--- config.mk ---
export PLATFORM = sky130hd
export DESIGN_NAME = fwlw_watchdog
export DESIGN_NICKNAME = d
export VERILOG_FILES = /design/src/design/fwlw_pkg.sv /design/src/design/fwlw_pud_timer.sv /design/src/design/fwlw_watchdog.sv
export VERILOG_INCLUDE_DIRS = /design/src /design/src/design
export SDC_FILE = /design/constraint.sdc
export NUM_CORES = 1
export LEC_CHECK = 0
export ABC_AREA = 0
export BUFFER_PORTS_ARGS = -buffer_cell sky130_fd_sc_hd__clkbuf_2
export CAP_MARGIN = 25
export CORE_UTILIZATION = 50
export CTS_BUF_LIST = sky130_fd_sc_hd__clkbuf_16
export CTS_CLUSTER_DIAMETER = 30
export DETAILED_ROUTE_END_ITERATION = 10
export PLACE_DENSITY = 0.75
export REMOVE_ABC_BUFFERS = 1
export SLEW_MARGIN = 20
export SYNTH_ARGS = -nofsm -noshare
export SYNTH_HDL_FRONTEND = slang
export SYNTH_HIERARCHICAL = 1
export SYNTH_SLANG_ARGS = --single-unit
--- constraint.sdc ---
create_clock -name core_clk -period 2.4 [get_ports core_clk]
set_input_delay 0.36 -clock core_clk [delete_from_list [all_inputs] [get_ports core_clk]]
set_output_delay 0.36 -clock core_clk [all_outputs]
set_load 0.02 [all_outputs]
--- src/design/fwlw_defs.svh ---
// constants of the firmware lockup watchdog
`ifndef FWLW_DEFS_SVH
`define FWLW_DEFS_SVH
`define FWLW_KEY_FIRST 8'h0F
`define FWLW_KEY_SECOND 8'hF0
`define FWLW_KICK_READ_VALUE 8'h00
`define FWLW_INTERVAL_RESET 8'h00
`define FWLW_PRESCALE_PER_MS 4'h8
`define FWLW_PUD_CYCLES 4'h8
`endif

--- src/design/fwlw_pkg.sv ---
// types of the firmware lockup watchdog
package fwlw_pkg;
    typedef logic [7:0] fwlw_byte_t;
    typedef enum logic [0:0] {
        KEY_IDLE = 1'b0,
        KEY_GOT_FIRST = 1'b1
    } fwlw_key_state_e;
endpackage

--- src/design/fwlw_pud_timer.sv ---
// power-up delay timer that stretches the watchdog reset
`include "fwlw_defs.svh"
module fwlw_pud_timer #(
    parameter logic [3:0] CYCLES = `FWLW_PUD_CYCLES
) (
    input wire logic core_clk,
    input wire logic sys_rst,
    input wire logic start,
    output logic busy
);
    logic [3:0] remaining;

    always_ff @(posedge core_clk) begin
        if (sys_rst) begin
            busy <= 1'b0;
            remaining <= 4'h0;
        end else if (start) begin
            busy <= 1'b1;
            remaining <= CYCLES - 4'h1;
        end else if (busy) begin
            if (remaining == 4'h0) begin
                busy <= 1'b0;
            end else begin
                remaining <= remaining - 4'h1;
            end
        end
    end
endmodule

--- src/design/fwlw_watchdog.sv ---
// firmware lockup watchdog: locked interval, two-byte key, 1 ms countdown, reset stretch
//
// Functional notes
// - watchdog is inactive after reset until the whole arming sequence completes
// - once active, no write deactivates it; only a reset does
// - only the first interval write is kept; key sequence waits for it
// - key is 0x0F then 0xF0 to arm/kick; other orders are ignored
// - completing the arming sequence loads the stored interval into the counter
// - the counter starts counting as soon as the watchdog is active
// - counter decrements per 1 ms tick, eight 125 us prescaler pulses, clock edge
// - after the counter reaches zero, watchdog reset fires at the next tick
// - watchdog reset drives core reset and board reset output at once
// - both resets stay active for 8 clock cycles, then release
// - each 0x0F then 0xF0 retrigger reloads the counter from the interval
// - interval N gives a timeout of N+1 ticks of 1 ms
// - arm/kick register always reads 0x00
// - interval register reads back the programmed value
// - any other data, repeated 0x0F or repeated 0xF0, is ignored
`include "fwlw_defs.svh"
module fwlw_watchdog #(
    parameter logic [3:0] PRESCALE_PER_MS = `FWLW_PRESCALE_PER_MS
) (
    input wire logic core_clk,
    input wire logic sys_rst,
    input wire logic prescale_tick,
    input wire logic timeout_length_wr,
    input wire logic arm_kick_wr,
    input wire fwlw_pkg::fwlw_byte_t wr_data,
    output fwlw_pkg::fwlw_byte_t timeout_length_rd_data,
    output fwlw_pkg::fwlw_byte_t arm_kick_rd_data,
    output logic wdog_active,
    output logic core_reset,
    output logic board_reset_output
);
    import fwlw_pkg::*;

    fwlw_byte_t interval;
    fwlw_byte_t count;
    logic interval_locked;
    fwlw_key_state_e key_state;
    logic [3:0] prescale_div;
    logic ms_tick;
    logic key_done;
    logic wdog_fire;
    logic pud_busy;

    ////////////////////////////////////////////////////////////////////////////
    // interval register, locked after the first write

    always_ff @(posedge core_clk) begin
        if (sys_rst || wdog_fire) begin
            interval <= `FWLW_INTERVAL_RESET;
            interval_locked <= 1'b0;
        end else if (timeout_length_wr && !interval_locked) begin
            interval <= wr_data;
            interval_locked <= 1'b1;
        end
    end

    assign timeout_length_rd_data = interval;
    assign arm_kick_rd_data = `FWLW_KICK_READ_VALUE;

    ////////////////////////////////////////////////////////////////////////////
    // key sequence; bytes between the two key bytes leave the state alone

    assign key_done = arm_kick_wr && interval_locked && key_state == KEY_GOT_FIRST
        && wr_data == `FWLW_KEY_SECOND;

    always_ff @(posedge core_clk) begin
        if (sys_rst || wdog_fire) begin
            key_state <= KEY_IDLE;
        end else if (arm_kick_wr && interval_locked) begin
            case (key_state)
                KEY_IDLE: begin
                    if (wr_data == `FWLW_KEY_FIRST) begin
                        key_state <= KEY_GOT_FIRST;
                    end
                end
                KEY_GOT_FIRST: begin
                    // any other byte, repeated first key too, leaves the first key pending
                    if (wr_data == `FWLW_KEY_SECOND) begin
                        key_state <= KEY_IDLE;
                    end
                end
                default: begin
                    key_state <= KEY_IDLE;
                end
            endcase
        end
    end

    ////////////////////////////////////////////////////////////////////////////
    // 1 ms tick; free running, so the first timeout carries up to 1 ms of slack

    assign ms_tick = prescale_tick && prescale_div == PRESCALE_PER_MS - 4'h1;

    always_ff @(posedge core_clk) begin
        if (sys_rst) begin
            prescale_div <= 4'h0;
        end else if (ms_tick) begin
            prescale_div <= 4'h0;
        end else if (prescale_tick) begin
            prescale_div <= prescale_div + 4'h1;
        end
    end

    ////////////////////////////////////////////////////////////////////////////
    // activity and down counter; a retrigger beats a tick in the same cycle

    assign wdog_fire = wdog_active && ms_tick && count == 8'h00 && !key_done;

    always_ff @(posedge core_clk) begin
        if (sys_rst || wdog_fire) begin
            wdog_active <= 1'b0;
        end else if (key_done) begin
            wdog_active <= 1'b1;
        end
    end

    always_ff @(posedge core_clk) begin
        if (sys_rst) begin
            count <= 8'h00;
        end else if (key_done) begin
            count <= interval;
        end else if (wdog_active && ms_tick && count != 8'h00) begin
            count <= count - 8'h01;
        end
    end

    ////////////////////////////////////////////////////////////////////////////
    // reset stretch

    fwlw_pud_timer #(
        .CYCLES(`FWLW_PUD_CYCLES)
    ) u_pud (
        .core_clk(core_clk),
        .sys_rst(sys_rst),
        .start(wdog_fire),
        .busy(pud_busy)
    );

    // the watchdog clears itself with the core reset, so arming starts over
    assign core_reset = pud_busy;
    assign board_reset_output = pud_busy;

    ////////////////////////////////////////////////////////////////////////////
    // checks

    property p_inactive_after_reset;
        @(posedge core_clk) sys_rst |=> !wdog_active;
    endproperty
    a_inactive_after_reset: assert property (p_inactive_after_reset)
        else $error("watchdog active right after reset");

    property p_stays_active;
        @(posedge core_clk) disable iff (sys_rst)
        wdog_active && !wdog_fire |=> wdog_active;
    endproperty
    a_stays_active: assert property (p_stays_active)
        else $error("watchdog left active state without reset");

    property p_interval_locked;
        @(posedge core_clk) disable iff (sys_rst)
        interval_locked && !wdog_fire |=> interval == $past(interval);
    endproperty
    a_interval_locked: assert property (p_interval_locked)
        else $error("locked interval changed");

    property p_arm_loads;
        @(posedge core_clk) disable iff (sys_rst)
        key_done && !wdog_active |=> wdog_active && count == $past(interval);
    endproperty
    a_arm_loads: assert property (p_arm_loads)
        else $error("arming did not load interval");

    property p_kick_reloads;
        @(posedge core_clk) disable iff (sys_rst)
        key_done && wdog_active |=> count == $past(interval) && wdog_active;
    endproperty
    a_kick_reloads: assert property (p_kick_reloads)
        else $error("retrigger did not reload counter");

    property p_decrement;
        @(posedge core_clk) disable iff (sys_rst)
        wdog_active && ms_tick && count != 8'h00 && !key_done
        |=> count == $past(count) - 8'h01;
    endproperty
    a_decrement: assert property (p_decrement)
        else $error("counter did not decrement on tick");

    // pulses counted apart from the divider, so a broken divider shows up
    logic [4:0] pulses_seen;

    always_ff @(posedge core_clk) begin
        if (sys_rst || ms_tick) begin
            pulses_seen <= 5'h00;
        end else if (prescale_tick && pulses_seen != 5'h1F) begin
            pulses_seen <= pulses_seen + 5'h01;
        end
    end

    property p_tick_spacing;
        @(posedge core_clk) disable iff (sys_rst)
        ms_tick |-> prescale_tick && pulses_seen == {1'b0, PRESCALE_PER_MS - 4'h1};
    endproperty
    a_tick_spacing: assert property (p_tick_spacing)
        else $error("ms tick not on eighth prescaler pulse");

    property p_fire_on_zero;
        @(posedge core_clk) disable iff (sys_rst)
        wdog_active && ms_tick && count == 8'h00 && !key_done |=> core_reset;
    endproperty
    a_fire_on_zero: assert property (p_fire_on_zero)
        else $error("no watchdog reset after zero and tick");

    property p_reset_stretch;
        @(posedge core_clk) disable iff (sys_rst)
        wdog_fire |=> core_reset [*8] ##1 !core_reset;
    endproperty
    a_reset_stretch: assert property (p_reset_stretch)
        else $error("reset stretch not 8 cycles");

    property p_resets_together;
        @(posedge core_clk) core_reset == board_reset_output;
    endproperty
    a_resets_together: assert property (p_resets_together)
        else $error("core and board reset differ");

    property p_kick_reads_zero;
        @(posedge core_clk) arm_kick_rd_data == 8'h00;
    endproperty
    a_kick_reads_zero: assert property (p_kick_reads_zero)
        else $error("arm kick read not zero");

    property p_ignore_other;
        @(posedge core_clk) disable iff (sys_rst)
        arm_kick_wr && wr_data != 8'hF0 |-> !key_done;
    endproperty
    a_ignore_other: assert property (p_ignore_other)
        else $error("key completed without second key byte");
endmodule
==> reports/results.txt, run 1 <==
The number of unique standard cell types used by synthesis was 43; the total number of H-tree levels was 1. The tools report the aggregate global-route resource usage as 0.200. Tracing the worst setup path back leads to its startpoint at count[3]$_SDFFE_PP0P_. The worst ir drop on vdd was 537 µV. End point of the critical path: u_pud/remaining[1]$_SDFFE_PP0P_.

The via count of the routed design is 1,222. Detailed placement finished with a half-perimeter wire length of 2130 µm. For the sequential area share after synthesis, the log shows 0.395. The total power consumption of the routed design came out at 1.06 mW. The worst-case clock buffer depth was 2; the first-pass GRT wire length was 5030 µm. The slack of the worst reg-to-reg path is 0.25 ns, and the routed wire length per instance is 13.9 µm.

The final clock period utilization by the worst path works out to 0.897. The tools report the synthesized instance count as 158. TritonCTS built the clock tree.

In the final timing run, aggregate negative setup slack is 0 ns. Routability-driven placement finished with a final weighted congestion of 0.818. The run gives 2570 µm² as the placeable core region.

Average size of a mapped cell: 8.97 µm². The DRC violations left was 0; the post-synthesis sequential element count was 28. Setup violations remaining at the end of the flow were counted as 0. The relative slew slack is 0.632, and the diode insertion count for antenna repair is 0. For the number of hold-slack violations in the final timing report, the log shows 0.

TritonCTS created 3 clock buffers. Measured along the x axis, the die boundary spans 55.2 µm. The number of vias per cell after detailed routing is 5.82, and the number of clock sinks seen by CTS is 28.

The worst register-to-register path ends at u_pud/remaining[1]$_SDFFE_PP0P_. Max-cap violations in this run came to 0. Number of global-route vias before repair: 1,141. The cell type with the highest aggregate area in the netlist was sky130_fd_sc_hd__dfxtp_1.

For this run, the number of Yosys warnings is 6. The tools report the post-cts resize count as 0. Max-slew violation count: 0. Once detail routing completed, the nets flagged for antenna violations numbered 0.

Yosys attributes the largest share of cell area to sky130_fd_sc_hd__dfxtp_1 40%, sky130_fd_sc_hd__mux2i_1 6.4%, sky130_fd_sc_hd__nor2_1 6.4%, sky130_fd_sc_hd__buf_4 5.3%, sky130_fd_sc_hd__ha_1 3.5%. Entering global routing, the biggest net connects 18 pins. The launching point of the worst reg2reg path is count[3]$_SDFFE_PP0P_. The run gives 0 as the number of antenna violations at the first check in global routing. Measured in cells, the most critical reg-to-reg path has a length of 6.

The path category of the worst min-delay check was primary input to register. The kind of start point of the critical path is a register. For the finished layout, the period the worst path requires is 2.15 ns. Static timing analysis puts the maximum clock frequency at 0.464 GHz. Input and output buffers added on the ports amount to 23. For this run, the detailed router's first-pass iteration total came to 4. Overall die area: 3050 µm².

Number of nets in the layout: 198. Mapped cell area: 1420 µm². The maximum net fanout on the critical path came out at 7. The power density over the cells works out to 651 nW/µm². For the worst setup path, the data arrival time is 2.35 ns.

STA classifies the critical path endpoint as a register. The run finished with clean final reports. The floorplan has 18 rows. For this design the static power due to leakage is 0.708 nW. The minimum setup slack after placement is 0.257 ns.

For this block, the initial DRC count from the detailed router was 35. By startpoint and endpoint, the worst setup path is classified as register to register. The tools report the global route total overflow as 0. The area growth from synthesis to layout is 14.5%. For the worst-skew pair, the clock arrives at the later sink with an insertion delay of 0.26 ns. The effective utilization at floorplan was 0.552. The number of hold buffers added after CTS was 0; the clock-pin slew on the worst setup and hold paths was 0.07 ns. The overall die height is 55.2 µm. The clock arrives with 0.00251 ns of skew.

The least setup slack across all paths after layout was 0.247 ns. CTS placed an instance of sky130_fd_sc_hd__clkbuf_16 at the clock tree root. Summed over all layers, the routed wires come to 2910 µm.

The area fraction of the dominant cell type after synthesis was 0.395. In this run the post-CTS setup repair buffer count came out at 0. The area after detailed placement is 1520 µm², and the transition time of the tightest slew-check pin is 0.545 ns. Setup repair after global routing left no endpoint under its margin. 32 I/O pins were placed.

The tools report the worst path required time as 2.59 ns. The tools report the post-route cell area as 1620 µm². The fraction of final layout cells sized beyond drive strength 1 was 0.200.
-- metal layers --
metal	routed length [µm]	global-route usage	vias to the layer above
li1	-	-	607
met1	1280	0.255	561
met2	1410	0.349	50
met3	194	0.0234	4
met4	30	0.0643	0
met5	0	0	-
-- cells in the mapped netlist (all sizes together) --
cell type,n
a211oi,1
a21boi,1
a21o,1
a21oi,6
a311oi,5
a31oi,1
a41o,2
a41oi,1
and4,1
and4b,2
buf,15
clkbuf,1
conb,1
dfxtp,28
ha,4
inv,7
mux2i,9
nand2,5
nand2b,2
nand3,4
nand4,2
nor2,24
nor2b,1
nor3,4
nor4,1
nor4b,1
o21ai,2
o221a,1
o221ai,1
o311a,1
o311ai,1
o31ai,4
o41ai,1
or2,2
or3,4
or3b,1
or4,6
xnor2,2
xor2,2
-- power breakdown --
group | total [mW] | switching (mW) | internal (mW)
registers | 0.490 | 0.0122 | 0.478
clock network | 0.482 | 0.151 | 0.332
logic | 0.0847 | 0.0533 | 0.0314
total | 1.06 | 0.216 | 0.841
-- metrics by stage --
step / hold WS [ns] / cells / util
after detailed placement: 0.488 / 206 / 0.591
after global placement: 0.476 / 206 / 0.591
after CTS: 0.327 / 210 / 0.632
final: 0.325 / 210 / 0.632
after floorplan: 0.429 / 149 / -
after global routing: 0.351 / 210 / 0.632
-- area by class of cell --
cell class	count	area (µm²)
Fill cell	218	945
Sequential cell	28	561
Clock inverter	1	30.0
Multi-Input combinational cell	114	748
Clock buffer	3	75.1
Timing Repair Buffer	27	145
Tap cell	30	37.5
Inverter	7	26.3
-- worst max-delay path, cell delays in order, from the launching register on --
cell and delay, ns:
sky130_fd_sc_hd__dfxtp_1 0.35, sky130_fd_sc_hd__or4_1 0.63, sky130_fd_sc_hd__nor3_1 0.37, sky130_fd_sc_hd__and4_1 0.34
sky130_fd_sc_hd__inv_1 0.11, sky130_fd_sc_hd__a41o_1 0.19, sky130_fd_sc_hd__a21oi_1 0.10
-- state kept, by name, summed over array words and instances, names as in the netlist --
| signal | count |
|---|---|
| count | 8 |
| interval_locked | 1 |
| key_state | 1 |
| prescale_div | 4 |
| timeout_length_rd_data | 8 |
| u_pud/busy | 1 |
| u_pud/remaining | 4 |
| wdog_active | 1 |
-- cell usage in the layout (no fill, tap or decap), types with 2 or more instances in the layout --
master,n
sky130_fd_sc_hd__dfxtp_1,28
sky130_fd_sc_hd__or4_1,6
sky130_fd_sc_hd__o31ai_1,4
sky130_fd_sc_hd__buf_4,4
sky130_fd_sc_hd__a311oi_1,5
sky130_fd_sc_hd__nor3_1,4
sky130_fd_sc_hd__xor2_1,2
sky130_fd_sc_hd__or3_1,4
sky130_fd_sc_hd__conb_1,8
sky130_fd_sc_hd__nand3_1,4
sky130_fd_sc_hd__nor2_1,24
sky130_fd_sc_hd__mux2i_1,9
sky130_fd_sc_hd__or2_2,2
sky130_fd_sc_hd__a41o_1,2
sky130_fd_sc_hd__ha_1,4
sky130_fd_sc_hd__inv_1,7
sky130_fd_sc_hd__nand4_1,2
sky130_fd_sc_hd__xnor2_1,2
sky130_fd_sc_hd__o21ai_0,2
sky130_fd_sc_hd__clkbuf_2,23
sky130_fd_sc_hd__a21oi_1,6
sky130_fd_sc_hd__nand2_1,5
sky130_fd_sc_hd__nand2b_1,2
sky130_fd_sc_hd__clkbuf_16,3
-- worst min path at each step --
| stage | cells after the start | start | slack [ns] | endpoint |
|---|---|---|---|---|
| after global placement | 2 | timeout_length_rd_data[1]$_SDFFE_PP0P_ | 0.48 | count[1]$_SDFFE_PP0P_ |
| after detailed placement | 2 | timeout_length_rd_data[1]$_SDFFE_PP0P_ | 0.49 | count[1]$_SDFFE_PP0P_ |
| after CTS | 3 | timeout_length_wr | 0.33 | interval_locked$_SDFFE_PP0P_ |
| after floorplan | 1 | sys_rst | 0.43 | count[1]$_SDFFE_PP0P_ |
| final | 3 | timeout_length_wr | 0.33 | interval_locked$_SDFFE_PP0P_ |
| after global routing | 3 | timeout_length_wr | 0.35 | interval_locked$_SDFFE_PP0P_ |
-- cells by family after synthesis --
group,after synthesis,synth area share
AO/OA/AOI/OAI,29,0.160
XOR/XNOR,4,0.0247
adder cells (fa/ha/maj),4,0.0353
buffers and inverters,23,0.0953
flip-flops,28,0.395
multiplexers,9,0.0636
other,1,0.00265
AND/OR/NAND/NOR,60,0.223
(Power assumes the default switching activity.)
==> run 2, diff against run 1 <==
--- a/config.mk
+++ b/config.mk
@@ -9,6 +9,7 @@
 export ABC_AREA = 0
 export BUFFER_PORTS_ARGS = -buffer_cell sky130_fd_sc_hd__clkbuf_2
 export CAP_MARGIN = 25
+export CORE_ASPECT_RATIO = 2
 export CORE_UTILIZATION = 50
 export CTS_BUF_LIST = sky130_fd_sc_hd__clkbuf_16
 export CTS_CLUSTER_DIAMETER = 30
==> run 2 against run 1 <==
Final area fell by 2.2%. Via count grew 0.25%. Clock skew hardly changed. Maximum frequency about the same. Sequential power is essentially flat. Setup slack worse by 0.0012 ns. Non-clock buffer count down 1. Sequential share of layout area grew 0.76 points. Largest power group unchanged.
==> reports/results.txt, run 2 (same netlist as run 1, synthesis figures left out) <==
Cell count of the worst hold path: 3 (unchanged). The number of setup violations in the final report came out at 0 (unchanged). The chip width works out to 39.7 µm (was 55.2 µm). The overall die height is 77.3 µm (was 55.2 µm), and the area after detailed placement is 1510 µm² (was 1520 µm²).

The setup fix buffers added after clock tree synthesis was 0 (unchanged). The total buffers and inverters traversed by the critical path is 1 (unchanged), and the number of global-route vias before repair is 1,130 (was 1,141). The clock latency reported for the late side of the worst-skew pair was 0.26 ns (about the same); the maximum net fanout on the critical path was 7 (unchanged). For the final non-filler cell total, the log shows 208 (was 210). Effective utilization at floorplan: 0.518 (was 0.552). The tools report the worst flop-to-flop path endpoint as u_pud/remaining[1]$_SDFFE_PP0P_ (unchanged). The routed wire length per instance is 14.2 µm (was 13.9 µm). The worst-path cell with the longest stage delay was sky130_fd_sc_hd__or4_1 (unchanged). The logs give 31 (was 35) for the first-iteration detailed-routing DRC count and 1 (unchanged) for the total number of H-tree levels. The DRC violations left is 0 (unchanged). The total power consumption of the routed design is 0.952 mW (was 1.06 mW), and the number of hold buffers added after CTS is 0 (unchanged). The logs give 2270 µm (was 2130 µm) for the HPWL reported at the end of detailed placement and 461 µV (was 537 µV) for the worst ir drop on vdd. The logs give 0.25 ns (about the same) for the slack of the worst reg-to-reg path and 0 (unchanged) for the final antenna-violating net count.

The worst hold endpoint was interval_locked$_SDFFE_PP0P_ (unchanged). The logs give 0 (unchanged) for the post-cts resize count and 204 (was 206) for the post-placement cell count. Leading cell types in the layout, fill and taps excluded: 28 x sky130_fd_sc_hd__dfxtp_1, 24 x sky130_fd_sc_hd__nor2_1, 23 x sky130_fd_sc_hd__clkbuf_2, 9 x sky130_fd_sc_hd__mux2i_1, 8 x sky130_fd_sc_hd__conb_1 (unchanged). The least setup slack across all paths after layout is 0.245 ns (was 0.247 ns), and the number of clock sinks seen by CTS is 28 (unchanged). Setup repair after global routing left no endpoint under its margin. The overall die area is 3060 µm² (was 3050 µm²), and the final clock period utilization by the worst path is 0.898 (was 0.897).

The aggregate routed wire length is 2950 µm (was 2910 µm), and the worst path required time is 2.60 ns (was 2.59 ns). Clock-pin slew on the worst setup and hold paths: 0.06 ns (was 0.07 ns). The maximum single-stage delay on the critical path is 0.64 ns (was 0.63 ns), and the power density over the cells is 600 nW/µm² (was 651 nW/µm²).

The fraction of final layout cells sized beyond drive strength 1 is 0.190 (was 0.200). The most common cell after layout, fill and taps aside was sky130_fd_sc_hd__dfxtp_1 (unchanged). The logs give 0.331 ns (was 0.325 ns) for the tightest hold margin and 2740 µm² (was 2570 µm²) for the placeable core region.

The diode insertion count for antenna repair is 0 (unchanged). The global route total overflow was 0 (unchanged). The minimum setup slack after placement is 0.149 ns (was 0.257 ns). The run gives 0.464 GHz (about the same) as the maximum frequency from static timing analysis. The tools report the root buffer cell as sky130_fd_sc_hd__clkbuf_16 (unchanged). The number of max-cap violations was 0 (unchanged). Number of antenna violations at the first check in global routing: 0 (unchanged).

The run gives 197 (was 198) as the number of nets in the layout. The tools report the routability congestion estimate from global placement as 0.802 (was 0.818). The run gives 0.580 (was 0.632) as the share of the core filled with cells.

The post-route cell area was 1590 µm² (was 1620 µm²). The count of port buffers added during placement is 23 (unchanged), and the maximum number of pins on one net before global-route repair is 18 (unchanged). The run finished with clean final reports.

The launching point of the worst reg2reg path is count[3]$_SDFFE_PP0P_ (unchanged). The logs give 0.690 nW (was 0.708 nW) for the static leakage power and 1,225 (was 1,222) for the via count of the routed design. The CTS buffer count was 3 (unchanged); the accumulated negative setup slack was 0 ns (unchanged). The run gives 27 (was 18) as the number of cell rows. The tools report the launch point of the worst hold path as timeout_length_wr (unchanged). The cell class contributing the biggest share of worst-path delay was simple AND/OR/NAND/NOR gates (unchanged). TritonCTS built the clock tree. The endpoint arrival time on the critical path is 2.35 ns (about the same). Cell breakdown of the critical path: or4_1 > nor3_1 > and4_1 > inv_1 > a41o_1 > a21oi_1 (unchanged). For the aggregate global-route resource usage, the log shows 0.219 (was 0.200). The capturing element type of the critical path was a register (unchanged). The post-synthesis to final-layout area growth works out to 12.0% (was 14.5%). The tools report the setup clock skew after layout as 0.00203 ns (was 0.00251 ns). The category of the critical setup timing path was register to register (unchanged). The number of top-level design ports is 32 (unchanged). The count of cells along the worst register-to-register path works out to 6 (unchanged).

The first-pass GRT wire length is 4800 µm (was 5030 µm). The tools report the worst-case clock buffer depth as 2 (unchanged). The post-route minimum period came out at 2.15 ns (about the same). Number of hold-slack violations in the final timing report: 0 (unchanged).

The run gives 0 (unchanged) as the max-slew violation count. The path category of the worst min-delay check is primary input to register (unchanged). The tools report the count of TritonRoute iterations in the first routing pass as 4 (unchanged). Kind of start point of the critical path: a register (unchanged). The number of vias per cell after detailed routing is 5.89 (was 5.82).
==> run 2: changes by cell type in the layout (fill, tap and decap cells not counted) <==
cell,previous run,this run
sky130_fd_sc_hd__bufinv_16,1,0
sky130_fd_sc_hd__buf_4,4,3
sky130_fd_sc_hd__clkinv_1,0,1
==> run 2: cell type report <==
cell class                      count  area [µm²]
Fill cell                         233        1150
Multi-Input combinational cell    114         748
Sequential cell                    28         561
Timing Repair Buffer               26         138
Clock buffer                        3        75.1
Tap cell                           29        36.3
Inverter                            7        26.3
Clock inverter                      1        3.75
==> run 2: per-layer routing <==
metal  part of all wire  wire length, µm  up-vias  track usage
met1               0.37             1080      587        0.221
met2               0.59             1730       28        0.389
met5                  0                0        -            0
met3              0.026               76        5       0.0376
met4              0.021               62        0        0.107
li1                   -                -      605            -
==> run 2: where the power goes <==
part / switching, mW / internal [mW] / total, mW / leakage (nW)
registers: 0.0110 / 0.478 / 0.489 / 0.228
logic: 0.0548 / 0.0314 / 0.0863 / 0.424
clock network: 0.154 / 0.223 / 0.377 / 0.0385
total: 0.219 / 0.732 / 0.952 / 0.690
==> run 2: how the worst max path moves through the flow <==
stage / to / slack [ns] / start / depth (start not counted)
after global placement: u_pud/remaining[3]$_SDFFE_PP0P_ / 0.22 / wr_data[0] / 7
after detailed placement: u_pud/remaining[3]$_SDFFE_PP0P_ / 0.15 / wr_data[0] / 5
after floorplan: u_pud/remaining[3]$_SDFFE_PP0P_ / 0.27 / wr_data[0] / 6
after CTS: u_pud/remaining[1]$_SDFFE_PP0P_ / 0.28 / count[3]$_SDFFE_PP0P_ / 6
final: u_pud/remaining[1]$_SDFFE_PP0P_ / 0.25 / count[3]$_SDFFE_PP0P_ / 6
after global routing: u_pud/remaining[1]$_SDFFE_PP0P_ / 0.16 / count[3]$_SDFFE_PP0P_ / 6
==> run 2: tightest hold or removal path, delay by kind of cell <==
family                 cells  cell delay, ns
buffers and inverters      1            0.09
and+or+nand+nor            2            0.11
